**src/verilog/pmdc_pkg.sv**
```systemverilog
// Constants shared by the duty controller core and its PWM generator.
// Assumes a 100 MHz system clock and 12-bit scaled feedback and target.
package pmdc_pkg;

  // ********************************************************
  // Clock and timing
  // ********************************************************
  localparam int unsigned CLK_HZ = 100_000_000;
  localparam int unsigned PWM_FAST_HZ = 20_000;
  localparam int unsigned PWM_SLOW_HZ = 5_000;
  localparam int unsigned PWM_FAST_CYC = CLK_HZ / PWM_FAST_HZ;
  localparam int unsigned PWM_SLOW_CYC = CLK_HZ / PWM_SLOW_HZ;

  // ********************************************************
  // Register map, word addresses on the plain port
  // ********************************************************
  localparam logic [3:0] ADDR_CTRL = 4'h0;
  localparam logic [3:0] ADDR_TARGET = 4'h1;
  localparam logic [3:0] ADDR_FEEDBACK = 4'h2;
  localparam logic [3:0] ADDR_PCOEF = 4'h3;
  localparam logic [3:0] ADDR_ICOEF = 4'h4;
  localparam logic [3:0] ADDR_DCOEF = 4'h5;
  localparam logic [3:0] ADDR_PERIOD = 4'h6;
  localparam logic [3:0] ADDR_ILIMIT = 4'h7;
  localparam logic [3:0] ADDR_DEADZONE = 4'h8;
  localparam logic [3:0] ADDR_MAXDUTY = 4'h9;
  localparam logic [3:0] ADDR_DUTY = 4'ha;
  localparam logic [3:0] ADDR_INTEG = 4'hb;
  localparam logic [3:0] ADDR_STATUS = 4'hc;

  // Control register bit positions
  localparam int unsigned CTRL_FB_EN = 0;
  localparam int unsigned CTRL_IRESET = 1;
  localparam int unsigned CTRL_INVERT = 2;
  localparam int unsigned CTRL_SLOW = 3;
  localparam int unsigned CTRL_RUN = 4;

  // Coefficient layout: numerator [15:0], shift exponent [20:16]
  localparam int unsigned COEF_SH_LSB = 16;

  // ********************************************************
  // Ranges and reset values
  // ********************************************************
  localparam logic signed [15:0] DUTY_MAX = 16'sd600;
  localparam logic signed [15:0] TARGET_MID = 16'sd2048;
  localparam logic [14:0] ILIMIT_MAX = 15'h7fff;
  localparam logic [4:0] ISHIFT_MIN = 5'h03;
  localparam logic [4:0] ISHIFT_MAX = 5'h12;
  localparam logic [31:0] PERIOD_RST = 32'h000f4240;
  localparam logic [14:0] ILIMIT_RST = 15'h03e8;
  localparam logic [9:0] MAXDUTY_RST = 10'h258;
  localparam logic [11:0] TARGET_RST = 12'h800;
  localparam logic [4:0] CTRL_RST = 5'h11;

endpackage

```
**src/verilog/pmdc_pwm_if.sv**
```systemverilog
// Interface carrying the applied duty and carrier setup to the PWM stage.
// Assumes both ends share the system clock.
`timescale 1ns/1ns
interface pmdc_pwm_if;
  logic signed [15:0] duty;
  logic invert;
  logic slow;
  modport core (output duty, output invert, output slow);
  modport pwm (input duty, input invert, input slow);
endinterface // pmdc_pwm_if

```
**src/verilog/pmdc_core.sv**
```systemverilog
// Closed-loop duty controller: periodic PID step, wind-up guards,
// dead zone with hysteresis, saturation, and PWM drive of an H-bridge.
// Assumes feedback and target written by software over the plain port.
//
// Functional notes
// - Duty is P*err plus I*integ plus D*deriv
// - Integral adds error once each period
// - Derivative is error minus previous error
// - Error is scaled feedback minus target
// - Gains are numerator over power of two
// - Integral shift limited to 3..18
// - One calculation per configurable period
// - Integral magnitude clamped to limit
// - Optional integral reset on large proportional
// - Inside dead zone: zero duty, clear integral
// - Leave dead zone above twice its width
// - Applied duty spans -600 to 600
// - Positive duty drives A high, B low
// - Inversion swaps the two outputs
// - Carrier selectable at 20 or 5 kHz
// - Feedback off: duty is target minus 2048
//
// Our own choices: the register offsets and the address-and-strobe port.
`timescale 1ns/1ns
module pmdc_core
  import pmdc_pkg::*;
(
  // Clock and reset
  input wire logic clk,
  input wire logic rst,
  // Register port
  input wire logic [3:0] reg_addr,
  input wire logic [31:0] reg_wdata,
  input wire logic reg_wr,
  input wire logic reg_rd,
  output logic [31:0] reg_rdata_q,
  // Bridge drive
  output logic out_a_q,
  output logic out_b_q,
  // Period strobe for observation
  output logic step_q
);

  typedef enum logic [1:0] {
    PMDC_IDLE = 2'b00,
    PMDC_CALC = 2'b01,
    PMDC_APPLY = 2'b10
  } pmdc_state_e;

  // ********************************************************
  // Helpers
  // ********************************************************
  // Scales by numerator then arithmetic shift; 64 bits avoid wrap.
  function automatic logic signed [63:0] gain(
    input logic signed [31:0] v, input logic [20:0] c);
    logic signed [63:0] p;
    p = 64'(v) * $signed({48'h0, c[15:0]});
    gain = p >>> c[COEF_SH_LSB +: 5];
  endfunction

  function automatic logic signed [31:0] absv(input logic signed [31:0] v);
    absv = v[31] ? -v : v;
  endfunction

  // ********************************************************
  // Software registers
  // ********************************************************
  logic [4:0] ctrl_q;
  logic [11:0] target_q;
  logic [11:0] fbk_q;
  logic [20:0] pcoef_q;
  logic [20:0] icoef_q;
  logic [20:0] dcoef_q;
  logic [31:0] period_q;
  logic [14:0] ilimit_q;
  logic [11:0] dzone_q;
  logic [9:0] maxduty_q;
  logic [4:0] ish_w;

  // Out-of-range integral shift is pulled into 3..18 on write
  always_comb begin
    ish_w = reg_wdata[COEF_SH_LSB +: 5];
    if (ish_w < ISHIFT_MIN) ish_w = ISHIFT_MIN;
    if (ish_w > ISHIFT_MAX) ish_w = ISHIFT_MAX;
  end

  always_ff @(posedge clk or posedge rst) begin
    if (rst) begin
      ctrl_q <= CTRL_RST;
      target_q <= TARGET_RST;
      fbk_q <= TARGET_RST;
      pcoef_q <= '0;
      icoef_q <= {ISHIFT_MIN, 16'h0};
      dcoef_q <= '0;
      period_q <= PERIOD_RST;
      ilimit_q <= ILIMIT_RST;
      dzone_q <= '0;
      maxduty_q <= MAXDUTY_RST;
    end else if (reg_wr) begin
      case (reg_addr)
        ADDR_CTRL: ctrl_q <= reg_wdata[4:0];
        ADDR_TARGET: target_q <= reg_wdata[11:0];
        ADDR_FEEDBACK: fbk_q <= reg_wdata[11:0];
        ADDR_PCOEF: pcoef_q <= reg_wdata[20:0];
        ADDR_ICOEF: icoef_q <= {ish_w, reg_wdata[15:0]};
        ADDR_DCOEF: dcoef_q <= reg_wdata[20:0];
        ADDR_PERIOD: period_q <= (reg_wdata == 32'h0) ? 32'h1 : reg_wdata;
        ADDR_ILIMIT: ilimit_q <= reg_wdata[14:0];
        ADDR_DEADZONE: dzone_q <= reg_wdata[11:0];
        ADDR_MAXDUTY: begin
          maxduty_q <= (reg_wdata[9:0] > 10'(DUTY_MAX)) ? 10'(DUTY_MAX)
                                                      : reg_wdata[9:0];
        end
        default: begin
        end
      endcase
    end
  end

  // ********************************************************
  // Period timer
  // ********************************************************
  logic [31:0] tick_q;
  logic tick;
  assign tick = ctrl_q[CTRL_RUN] && (tick_q >= period_q - 32'h1);

  always_ff @(posedge clk or posedge rst) begin
    if (rst) begin
      tick_q <= '0;
    end else if (tick || !ctrl_q[CTRL_RUN]) begin
      tick_q <= '0;
    end else begin
      tick_q <= tick_q + 32'h1;
    end
  end

  // ********************************************************
  // Control step
  // ********************************************************
  pmdc_state_e state_q;
  logic signed [31:0] err_q;
  logic signed [31:0] perr_q;
  logic signed [31:0] integ_q;
  logic signed [15:0] duty_q;
  logic dz_q;
  logic signed [31:0] err_w;
  logic signed [31:0] isum;
  logic signed [31:0] ilim;
  logic signed [31:0] iclmp;
  logic signed [63:0] pterm;
  logic signed [63:0] sum;
  logic signed [31:0] mag_e;
  logic dz_next;
  logic signed [15:0] sat;

  always_comb begin
    err_w = 32'($signed({1'b0, fbk_q}))
      - 32'($signed({1'b0, target_q}));
    mag_e = absv(err_q);
    dz_next = dz_q
      ? (mag_e <= 32'($signed({1'b0, dzone_q, 1'b0})))
      : (mag_e < 32'($signed({1'b0, dzone_q})));
    ilim = 32'($signed({1'b0, ilimit_q}));
    isum = integ_q + err_q;
    iclmp = isum > ilim ? ilim : (isum < -ilim ? -ilim : isum);
    pterm = gain(err_q, pcoef_q);
    if (ctrl_q[CTRL_IRESET] &&
        absv(32'(pterm)) > 32'($signed({1'b0, maxduty_q}))) begin
      iclmp = '0;
    end
    if (dz_next) iclmp = '0;
    sum = pterm + gain(iclmp, icoef_q)
      + gain(err_q - perr_q, dcoef_q);
    if (!ctrl_q[CTRL_FB_EN]) begin
      sum = 64'($signed({1'b0, target_q})) - 64'(TARGET_MID);
    end else if (dz_next) begin
      sum = '0;
    end
    if (sum > 64'(DUTY_MAX)) sat = DUTY_MAX;
    else if (sum < -64'(DUTY_MAX)) sat = -DUTY_MAX;
    else sat = 16'(sum);
  end

  always_ff @(posedge clk or posedge rst) begin
    if (rst) begin
      state_q <= PMDC_IDLE;
      err_q <= '0;
      perr_q <= '0;
      integ_q <= '0;
      duty_q <= '0;
      dz_q <= 1'b0;
      step_q <= 1'b0;
    end else begin
      step_q <= 1'b0;
      case (state_q)
        PMDC_IDLE: begin
          if (tick) begin
            err_q <= err_w;
            state_q <= PMDC_CALC;
          end
        end
        PMDC_CALC: begin
          integ_q <= ctrl_q[CTRL_FB_EN] ? iclmp : '0;
          dz_q <= ctrl_q[CTRL_FB_EN] & dz_next;
          duty_q <= sat;
          state_q <= PMDC_APPLY;
        end
        PMDC_APPLY: begin
          perr_q <= err_q;
          step_q <= 1'b1;
          state_q <= PMDC_IDLE;
        end
        default: state_q <= PMDC_IDLE;
      endcase
    end
  end

  // ********************************************************
  // Read port
  // ********************************************************
  always_ff @(posedge clk or posedge rst) begin
    if (rst) begin
      reg_rdata_q <= '0;
    end else if (reg_rd) begin
      case (reg_addr)
        ADDR_CTRL: reg_rdata_q <= {27'h0, ctrl_q};
        ADDR_TARGET: reg_rdata_q <= {20'h0, target_q};
        ADDR_FEEDBACK: reg_rdata_q <= {20'h0, fbk_q};
        ADDR_PCOEF: reg_rdata_q <= {11'h0, pcoef_q};
        ADDR_ICOEF: reg_rdata_q <= {11'h0, icoef_q};
        ADDR_DCOEF: reg_rdata_q <= {11'h0, dcoef_q};
        ADDR_PERIOD: reg_rdata_q <= period_q;
        ADDR_ILIMIT: reg_rdata_q <= {17'h0, ilimit_q};
        ADDR_DEADZONE: reg_rdata_q <= {20'h0, dzone_q};
        ADDR_MAXDUTY: reg_rdata_q <= {22'h0, maxduty_q};
        ADDR_DUTY: reg_rdata_q <= 32'(duty_q);
        ADDR_INTEG: reg_rdata_q <= integ_q;
        ADDR_STATUS: reg_rdata_q <= {30'h0, state_q != PMDC_IDLE, dz_q};
        default: reg_rdata_q <= '0;
      endcase
    end else begin
      reg_rdata_q <= '0;
    end
  end

  // ********************************************************
  // PWM stage
  // ********************************************************
  pmdc_pwm_if pwm_bus ();
  assign pwm_bus.duty = duty_q;
  assign pwm_bus.invert = ctrl_q[CTRL_INVERT];
  assign pwm_bus.slow = ctrl_q[CTRL_SLOW];

  pmdc_pwm pmdc_pwm_inst (
    .clk(clk),
    .rst(rst),
    .cfg(pwm_bus.pwm),
    .out_a_q(out_a_q),
    .out_b_q(out_b_q)
  );
endmodule // pmdc_core

```
**src/verilog/pmdc_pwm.sv**
```systemverilog
// PWM generator for the two H-bridge half outputs.
// Assumes duty already saturated to -600..600 by the core.
`timescale 1ns/1ns
module pmdc_pwm
  import pmdc_pkg::*;
(
  // Clock and reset
  input wire logic clk,
  input wire logic rst,
  // Setup from the core
  pmdc_pwm_if.pwm cfg,
  // Bridge drive
  output logic out_a_q,
  output logic out_b_q
);

  logic [14:0] cnt_q;
  logic [14:0] top;
  logic [14:0] cmp;
  logic [9:0] mag;
  logic drive;
  logic fwd;

  // ********************************************************
  // Carrier and compare
  // ********************************************************
  always_comb begin
    top = cfg.slow ? 15'(PWM_SLOW_CYC - 1)
                   : 15'(PWM_FAST_CYC - 1);
    mag = cfg.duty[15] ? 10'(-cfg.duty) : 10'(cfg.duty);
    // Compare is |duty|/600 of the carrier, so full duty never drops
    cmp = cfg.slow ? 15'((25'(mag) * 25'd20000) / 25'd600)
                   : 15'((25'(mag) * 25'd5000) / 25'd600);
    drive = cnt_q < cmp;
    fwd = ~cfg.duty[15] ^ cfg.invert;
  end

  always_ff @(posedge clk or posedge rst) begin
    if (rst) begin
      cnt_q <= '0;
    end else if (cnt_q >= top) begin
      cnt_q <= '0;
    end else begin
      cnt_q <= cnt_q + 15'd1;
    end
  end

  // Off phase brakes: both outputs low
  always_ff @(posedge clk or posedge rst) begin
    if (rst) begin
      out_a_q <= 1'b0;
      out_b_q <= 1'b0;
    end else begin
      out_a_q <= drive & fwd;
      out_b_q <= drive & ~fwd;
    end
  end
endmodule // pmdc_pwm

```
**config.mk**
```make
export PLATFORM = sky130hd
export DESIGN_NAME = pmdc_core
export DESIGN_NICKNAME = d
export VERILOG_FILES = /design/src/verilog/pmdc_pkg.sv /design/src/verilog/pmdc_pwm_if.sv /design/src/verilog/pmdc_core.sv /design/src/verilog/pmdc_pwm.sv
export SDC_FILE = /design/constraint.sdc
export NUM_CORES = 2
export LEC_CHECK = 0
export ABC_AREA = 0
export BUFFER_PORTS_ARGS = -buffer_cell sky130_fd_sc_hd__buf_4
export CAP_MARGIN = 0
export CORE_UTILIZATION = 24
export CTS_CLUSTER_SIZE = 8
export DETAILED_ROUTE_END_ITERATION = 8
export PLACE_DENSITY_LB_ADDON = 0.3
export SKIP_LAST_GASP = 1
export SYNTH_ARGS = -nofsm -noshare
export SYNTH_HDL_FRONTEND = slang
export SYNTH_SLANG_ARGS = --single-unit
```
**constraint.sdc**
```tcl
create_clock -name clk -period 61.4 [get_ports clk]
set_input_delay 0 -clock clk [delete_from_list [all_inputs] [get_ports clk]]
set_output_delay 0 -clock clk [all_outputs]
set_load 0.02 [all_outputs]
```
# Word level (Yosys, flattened, before mapping)
# Cells that the tools add are included.
word_totals:
  out_inout_bits: 35
  ff_bits: 320
  in_bits: 40
  elab_cells: 124
classes:
  mux: 26
  n_reduce_logical: 19
  add_sub_neg: 13
  n_lt_le_gt_ge: 13
  n_div: 2
  n_shift: 3
  bitwise_logic: 6
  n_mul: 5
  n_eq_ne: 15
ops:
  columns: ["operator", "count"]
  rows:
  - ["case mux 32 bit (13 select lines)", 1]
  - ["2-to-1 mux 32 bit", 10]
  - ["adder 64 bit", 2]
  - ["2-to-1 mux 64 bit", 2]
  - [">>> shifter 49 x 5 -> 64 bit", 2]
  - ["multiplier 32 x 17 -> 49 bit", 2]
  - ["> comparator 64 x 11 -> 1 bit, second input constant", 1]
  - ["less-than comparator 64 x 11 -> 1 bit, second input constant", 1]
  - [">>> shifter 30 x 5 -> 64 bit", 1]
  - ["2-to-1 mux 15 bit", 3]
  - ["multiplier 10 x 10 -> 20 bit, second input constant", 2]
  - ["adder 32 x 1 -> 32 bit, second input constant", 1]
  - ["adder 32 x 13 -> 32 bit", 1]
  - ["greater-or-equal comparator 32 bit", 1]
  - ["> comparator 32 x 11 -> 1 bit", 1]
  - ["> comparator 32 x 16 -> 1 bit", 1]
  - ["<= comparator 32 x 14 -> 1 bit", 1]
  - ["logical NOT 32 bit", 1]
  - ["less-than comparator 32 x 13 -> 1 bit", 1]
  - ["less-than comparator 32 bit", 1]
  - ["2-to-1 mux 16 bit", 2]
  - ["negator 13 -> 32 bit", 1]
  - ["negator 15 -> 32 bit", 1]
  - ["negator 32 bit", 1]
  - ["other kinds (36)", 61]

# Depth between registers and ports, before layout
logic_depth:
  word_depth: 17
  mapped_depth: 165
  ltp_nobuf: 162

# Hierarchy
# Synthesis repeated with hierarchy kept, for this count alone.
hier_totals:
  hier_cells: 9153
  hier_area_um2: 76972.6
by_module_without_submodules:
  columns: ["mod", "area_each_um2", "instances", "seq_area_each_um2", "cells_each"]
  rows:
  - ["pmdc_core", 67975.2, 1, 7611.0, 7937]
  - ["pmdc_pwm", 8997.4, 1, 425.4, 1216]

# Worst setup path after synthesis
# Ideal clock, no wire load.
synth_path:
  kind: "register to register"
  from: "reg err_q[1]"
  to: "reg duty_q[10]"
  required_ns: 61.282
  period_less_slack_ns: 29.366
  t_arrival_ns: 29.248
  slack_ns: 32.034
  setup_ns: 0.118
  stages_incl_launch_ff: 148
  n_path_buf: 5
  cell_sequence: "dfrtp_1 -> clkbuf_1 -> clkbuf_1 -> nand2_1 -> fa_1 -> inv_1 -> fa_1 -> inv_1 -> fa_1 -> inv_1 -> ha_1 -> inv_1 -> fa_1 -> inv_1 -> ha_1 -> ha_1 -> nor2b_1 -> o21ai_0 -> [112 not listed] -> o21bai_1 -> a21o_1 -> a21o_1 -> a21oi_1 -> o21bai_1 -> a31o_2 -> a211oi_1 -> nor3_1 -> a211o_1 -> a21oi_1 -> nor2b_1 -> nor4_1 -> a21oi_1 -> nand4_1 -> a21oi_1 -> o31ai_1 -> a21oi_1 -> a21o_1"
synth_via:
  elab_chain_len: 17
  elab_cells_between_ends: 31
  cone_classes: "add/sub (6); mul (3); order compare (7); shift (3); mux (11); reduce/logical (1)"
synth_lines:
  columns: ["item", "line_no", "rtl"]
  rows:
  - ["start: declaration", "pmdc_core.sv:141", "logic signed [31:0] err_q;"]
  - ["start signal: assignment", "pmdc_core.sv:198", "err_q <= err_w;"]
  - ["multiplier 13 x 17 -> 30 bit", "pmdc_core.sv:57", "p = 64'(v) * $signed({48'h0, c[15:0]});"]
  - [">>> shifter 30 x 5 -> 64 bit", "pmdc_core.sv:58", "gain = p >>> c[COEF_SH_LSB +: 5];"]
  - ["negator 32 bit", "pmdc_core.sv:62", "absv = v[31] ? -v : v;"]
  - ["2-to-1 mux 32 bit", "pmdc_core.sv:62", null]
  - ["> comparator 32 x 11 -> 1 bit", "pmdc_core.sv:168", "absv(32'(pterm)) > 32'($signed({1'b0, maxduty_q}))) begin"]
  - ["logical AND 1 bit", "pmdc_core.sv:167", "if (ctrl_q[CTRL_IRESET] &&"]
  - ["2-to-1 mux 32 bit", "pmdc_core.sv:167", null]
  - ["2-to-1 mux 32 bit", "pmdc_core.sv:171", "if (dz_next) iclmp = '0;"]
  - ["multiplier 32 x 17 -> 49 bit", "pmdc_core.sv:57", null]
  - [">>> shifter 49 x 5 -> 64 bit", "pmdc_core.sv:58", null]
  - ["adder 64 bit", "pmdc_core.sv:172", "sum = pterm + gain(iclmp, icoef_q)"]
  - ["adder 64 bit", "pmdc_core.sv:173", "+ gain(err_q - perr_q, dcoef_q);"]
  - ["2-to-1 mux 64 bit (*)", "pmdc_core.sv:176", "end else if (dz_next) begin"]
  - ["2-to-1 mux 64 bit (*)", "pmdc_core.sv:174", "if (!ctrl_q[CTRL_FB_EN]) begin"]
  - ["less-than comparator 64 x 11 -> 1 bit", "pmdc_core.sv:180", "else if (sum < -64'(DUTY_MAX)) sat = -DUTY_MAX;"]
  - ["2-to-1 mux 16 bit", "pmdc_core.sv:180", null]
  - ["2-to-1 mux 16 bit (*)", "pmdc_core.sv:179", "if (sum > 64'(DUTY_MAX)) sat = DUTY_MAX;"]
  - ["end signal: assignment", "pmdc_core.sv:205", "duty_q <= sat;"]
  - ["end: declaration", "pmdc_core.sv:144", "logic signed [15:0] duty_q;"]
# Mark *: on every way between the ends. The rest lies on a longest branch, timed or not.
# A chain may end at the register's enable or synchronous reset.

# Worst setup path in the final report
layout_path:
  from: "reg err_q[1]"
  to: "reg duty_q[11]"
# Same word-level chain as after synthesis.

==> impl_results.md <==
- Post-synth EDFFs: 0
- CP max FO: 37
- Slew of the pin with the lowest slew margin: 1.268 ns
- Largest family of logic cells by synthesized area: adder cells
- FF-to-FF path depth: 148
- Data arrival, critical path: 36.04 ns
- Full die area: 293000 um^2
- Initial antenna violation count: 13
- # diodes: 0
- Final Skew: 0.08713 ns
- Met3 Routed Length: 10450 um
- CTS max path bufs: 3
- Worst Setup SP: err_q[1]
- Synth Flop Type: dfrtp_1
- First-pass GRT wire length: 367600 um
- Minimum clock period: 35.51 ns
- FMAX: 0.02816 GHz
- Tcrit/Tclk final: 57.83%
- Synth top area cells: fa_1 25%, ha_1 11%, dfrtp_1 11%
- HPWL after detailed placement: 186900 um
- Setup CP Type: reg -> reg
- Maxcap violations: 0
- Ys Warns: 0
- DR WL met2: 111400 um
- CTS Buf Count: 46
- XOR/XNOR Fraction of Synth Area: 4.551%
- Post-synthesis compound-gate area fraction: 14.21%
- Share of flip-flops with an asynchronous set or reset: 100.0%
- R2R Setup Slk: 25.89 ns
- Share of cells above drive strength 1: 8.902%
- Crit. End Element: flop
- Max-slew violations: 0
- Top cells by count, synth: 1105 x inv_1, 879 x fa_1, 822 x nand2_1
- CTS HTree Levels: 2
- Largest net degree at the start of global routing: 160
- Post-CTS Resized: 0
- Initial core utilization: 24.19%
- Hold Crit Class: in -> reg
- Area after DPL: 74600 um^2
- Root Driver: clkbuf_16
- Largest stage delay, worst path: 1.06 ns
- Chip Width: 541.3 um
- Status: completed
- Layout area overhead: 9.422%
- Startpoint Class: flop
- Vias in the first global route: 59970
- Syn avg cell area: 8.684 um^2
- Final setup viols: 0
- Final GP Congestion: 0.9084
- Core Area: 288600 um^2
- Slowest stage cell, crit path: nor2_1
- Final nets: 9468
- CP required: 61.93 ns
- Final Cell Area: 76390 um^2
- Post-synthesis mux area share: 8.605%
- Post-synthesis simple-gate area fraction: 15.93%
- Ports: 75
- DR DRC count: 0
- Skew-Pair Late Insertion Delay: 0.66 ns
- # clock sinks: 320
- CTS tree: yes
- Final hold vios: 0
- Via-per-instance ratio: 4.892
- GRT overflow: 0
- Synth cell types: 150
- Detailed-router iteration count before antenna repair: 7
- PortBufs: 74
- Setup ws final: 25.89 ns
- Synthesized cell area: 69810 um^2
- GRT Resource Usage Total: 15.95%
- Worst setup path endpoint: duty_q[11]
- Synth top area share: 25.21%
- Syn_nets: 9597
- Metal-1 WL: 105900 um
- Post-synthesis adder-cell area fraction: 36.70%
- DRT Wirelength: 235100 um
- Relative slew slack: 14.54%
- Largest area contributor in the netlist: fa_1
- Depth of the worst hold-timing path: 5
- Number of synthesized register bits: 320
- Routed WL per cell: 19.88 um
- Worst R2R End: duty_q[11]
- Mapped Cells: 8039
- Seq/Total Area, Yosys: 11.51%
- Total negative setup slack: 0 ns
- Detailed-route via count: 57830
- Final antenna-violating net count: 0
- Worst r2r src: err_q[1]
- Placement Setup Slack: 26.32 ns
- Die Height: 541.3 um
- RSZ-0062 raised after global routing: no
- Most frequent cell after synthesis: inv_1
- Iter 0 DRT Violations: 4297
- Clock-pin transition on the worst setup and hold timing paths: 0.05 ns
- Std cell rows: 197
- Uppermost layer routed: met5
-- cell usage in the layout (no fill, tap or decap), drive strengths merged, types with 37 or more instances in the layout --
cell type and instances:
o211ai 37, nor2 441, clkbuf 77, o21bai 100, dfrtp 297, ha 639, a21o 86, o21ai 299
nand2 823, a21oi 411, buf 194, nand4 64, inv 1116, fa 879, nor4 47, a22oi 54
nand2b 67, mux2i 289, nand3 107, xor2 96, nor2b 75, a211oi 63, xnor2 262, a31oi 62
and2 419, nor3 117, mux2 243, a22o 54, dlygate4sd3 40
-- registers in the layout, indices dropped and copies added, names as in the netlist --
signal / count
fbk_q: 12
pmdc_pwm_inst.out_b_q: 1
pmdc_pwm_inst.cnt_q: 15
duty_q: 16
dz_q: 1
maxduty_q: 10
step_q: 1
state_q: 2
reg_rdata_q: 32
dcoef_q: 21
ctrl_q: 5
icoef_q: 21
tick_q: 32
target_q: 12
perr_q: 13
pmdc_pwm_inst.out_a_q: 1
period_q: 32
integ_q: 32
dzone_q: 12
ilimit_q: 15
pcoef_q: 21
err_q: 13
-- critical path: cells and delay by family, from the launching register on --
| family | cells | cell delay, ns |
|---|---|---|
| simple gates | 17 | 6.34 |
| flops | 1 | 1.04 |
| xor+xnor | 2 | 0.34 |
| fa+ha+maj | 16 | 6.64 |
| buf+inv | 15 | 1.77 |
| compound gates | 92 | 17.44 |
| mux | 6 | 1.79 |
-- what timing repair did --
| action | CTS | global route |
|---|---|---|
| setup buffers | 0 | 0 |
| hold buffers | 40 | 0 |
| endpoints found under the hold margin | 268 | 0 |
-- area by class of cell --
type,instances,area (um^2)
Tap cell,3880,4855
Clock buffer,77,1297
Clock inverter,3,90.09
Sequential cell,320,8058
Timing Repair Buffer,234,1869
Inverter,1119,4213
Multi-Input combinational cell,6189,56010
Fill cell,31010,212200
-- how the worst min path moves through the flow --
stage	startpoint	to	slack (ns)
2_1_floorplan	reg_wdata[18]	icoef_q[18]	0.15
3_3_place_gp	rst	pmdc_pwm_inst.out_b_q	0.17
3_5_place_dp	rst	pmdc_pwm_inst.out_b_q	0.18
4_1_cts	reg_addr[1]	reg_rdata_q[17]	0.02
5_1_grt	reg_addr[1]	reg_rdata_q[0]	0.05
6_report	reg_addr[1]	reg_rdata_q[0]	0.05
-- routing by layer --
| metal | global-route usage [%] | vias to the layer above |
|---|---|---|
| met2 | 27.09 | 1494 |
| li1 | - | 26560 |
| met4 | 4.523 | 6 |
| met3 | 1.506 | 298 |
| met1 | 21.39 | 29480 |
| met5 | 0 | - |
-- per-stage QoR --
stage	hold WS [ns]	std cells	util, %
after floorplan	0.1490	8039	-
after detailed placement	0.1847	11700	25.85
after global routing	0.04573	11820	26.47
after CTS	0.02137	11820	26.47
final	0.05107	11820	26.47
after global placement	0.1709	11700	25.85
-- cell families (layout without fill, tap and decap cells) --
| logic type | Yosys count | in the layout |
|---|---|---|
| compound gates | 1470 | 1470 |
| xor+xnor | 358 | 358 |
| fa+ha+maj | 1521 | 1521 |
| buf+inv | 1530 | 1433 |
| flops | 320 | 320 |
| mux | 546 | 546 |
| simple gates | 2294 | 2294 |
Power is left out: the tool's default activity adds up to more than one toggle a clock period on the data nets, which glitch-free logic cannot reach.
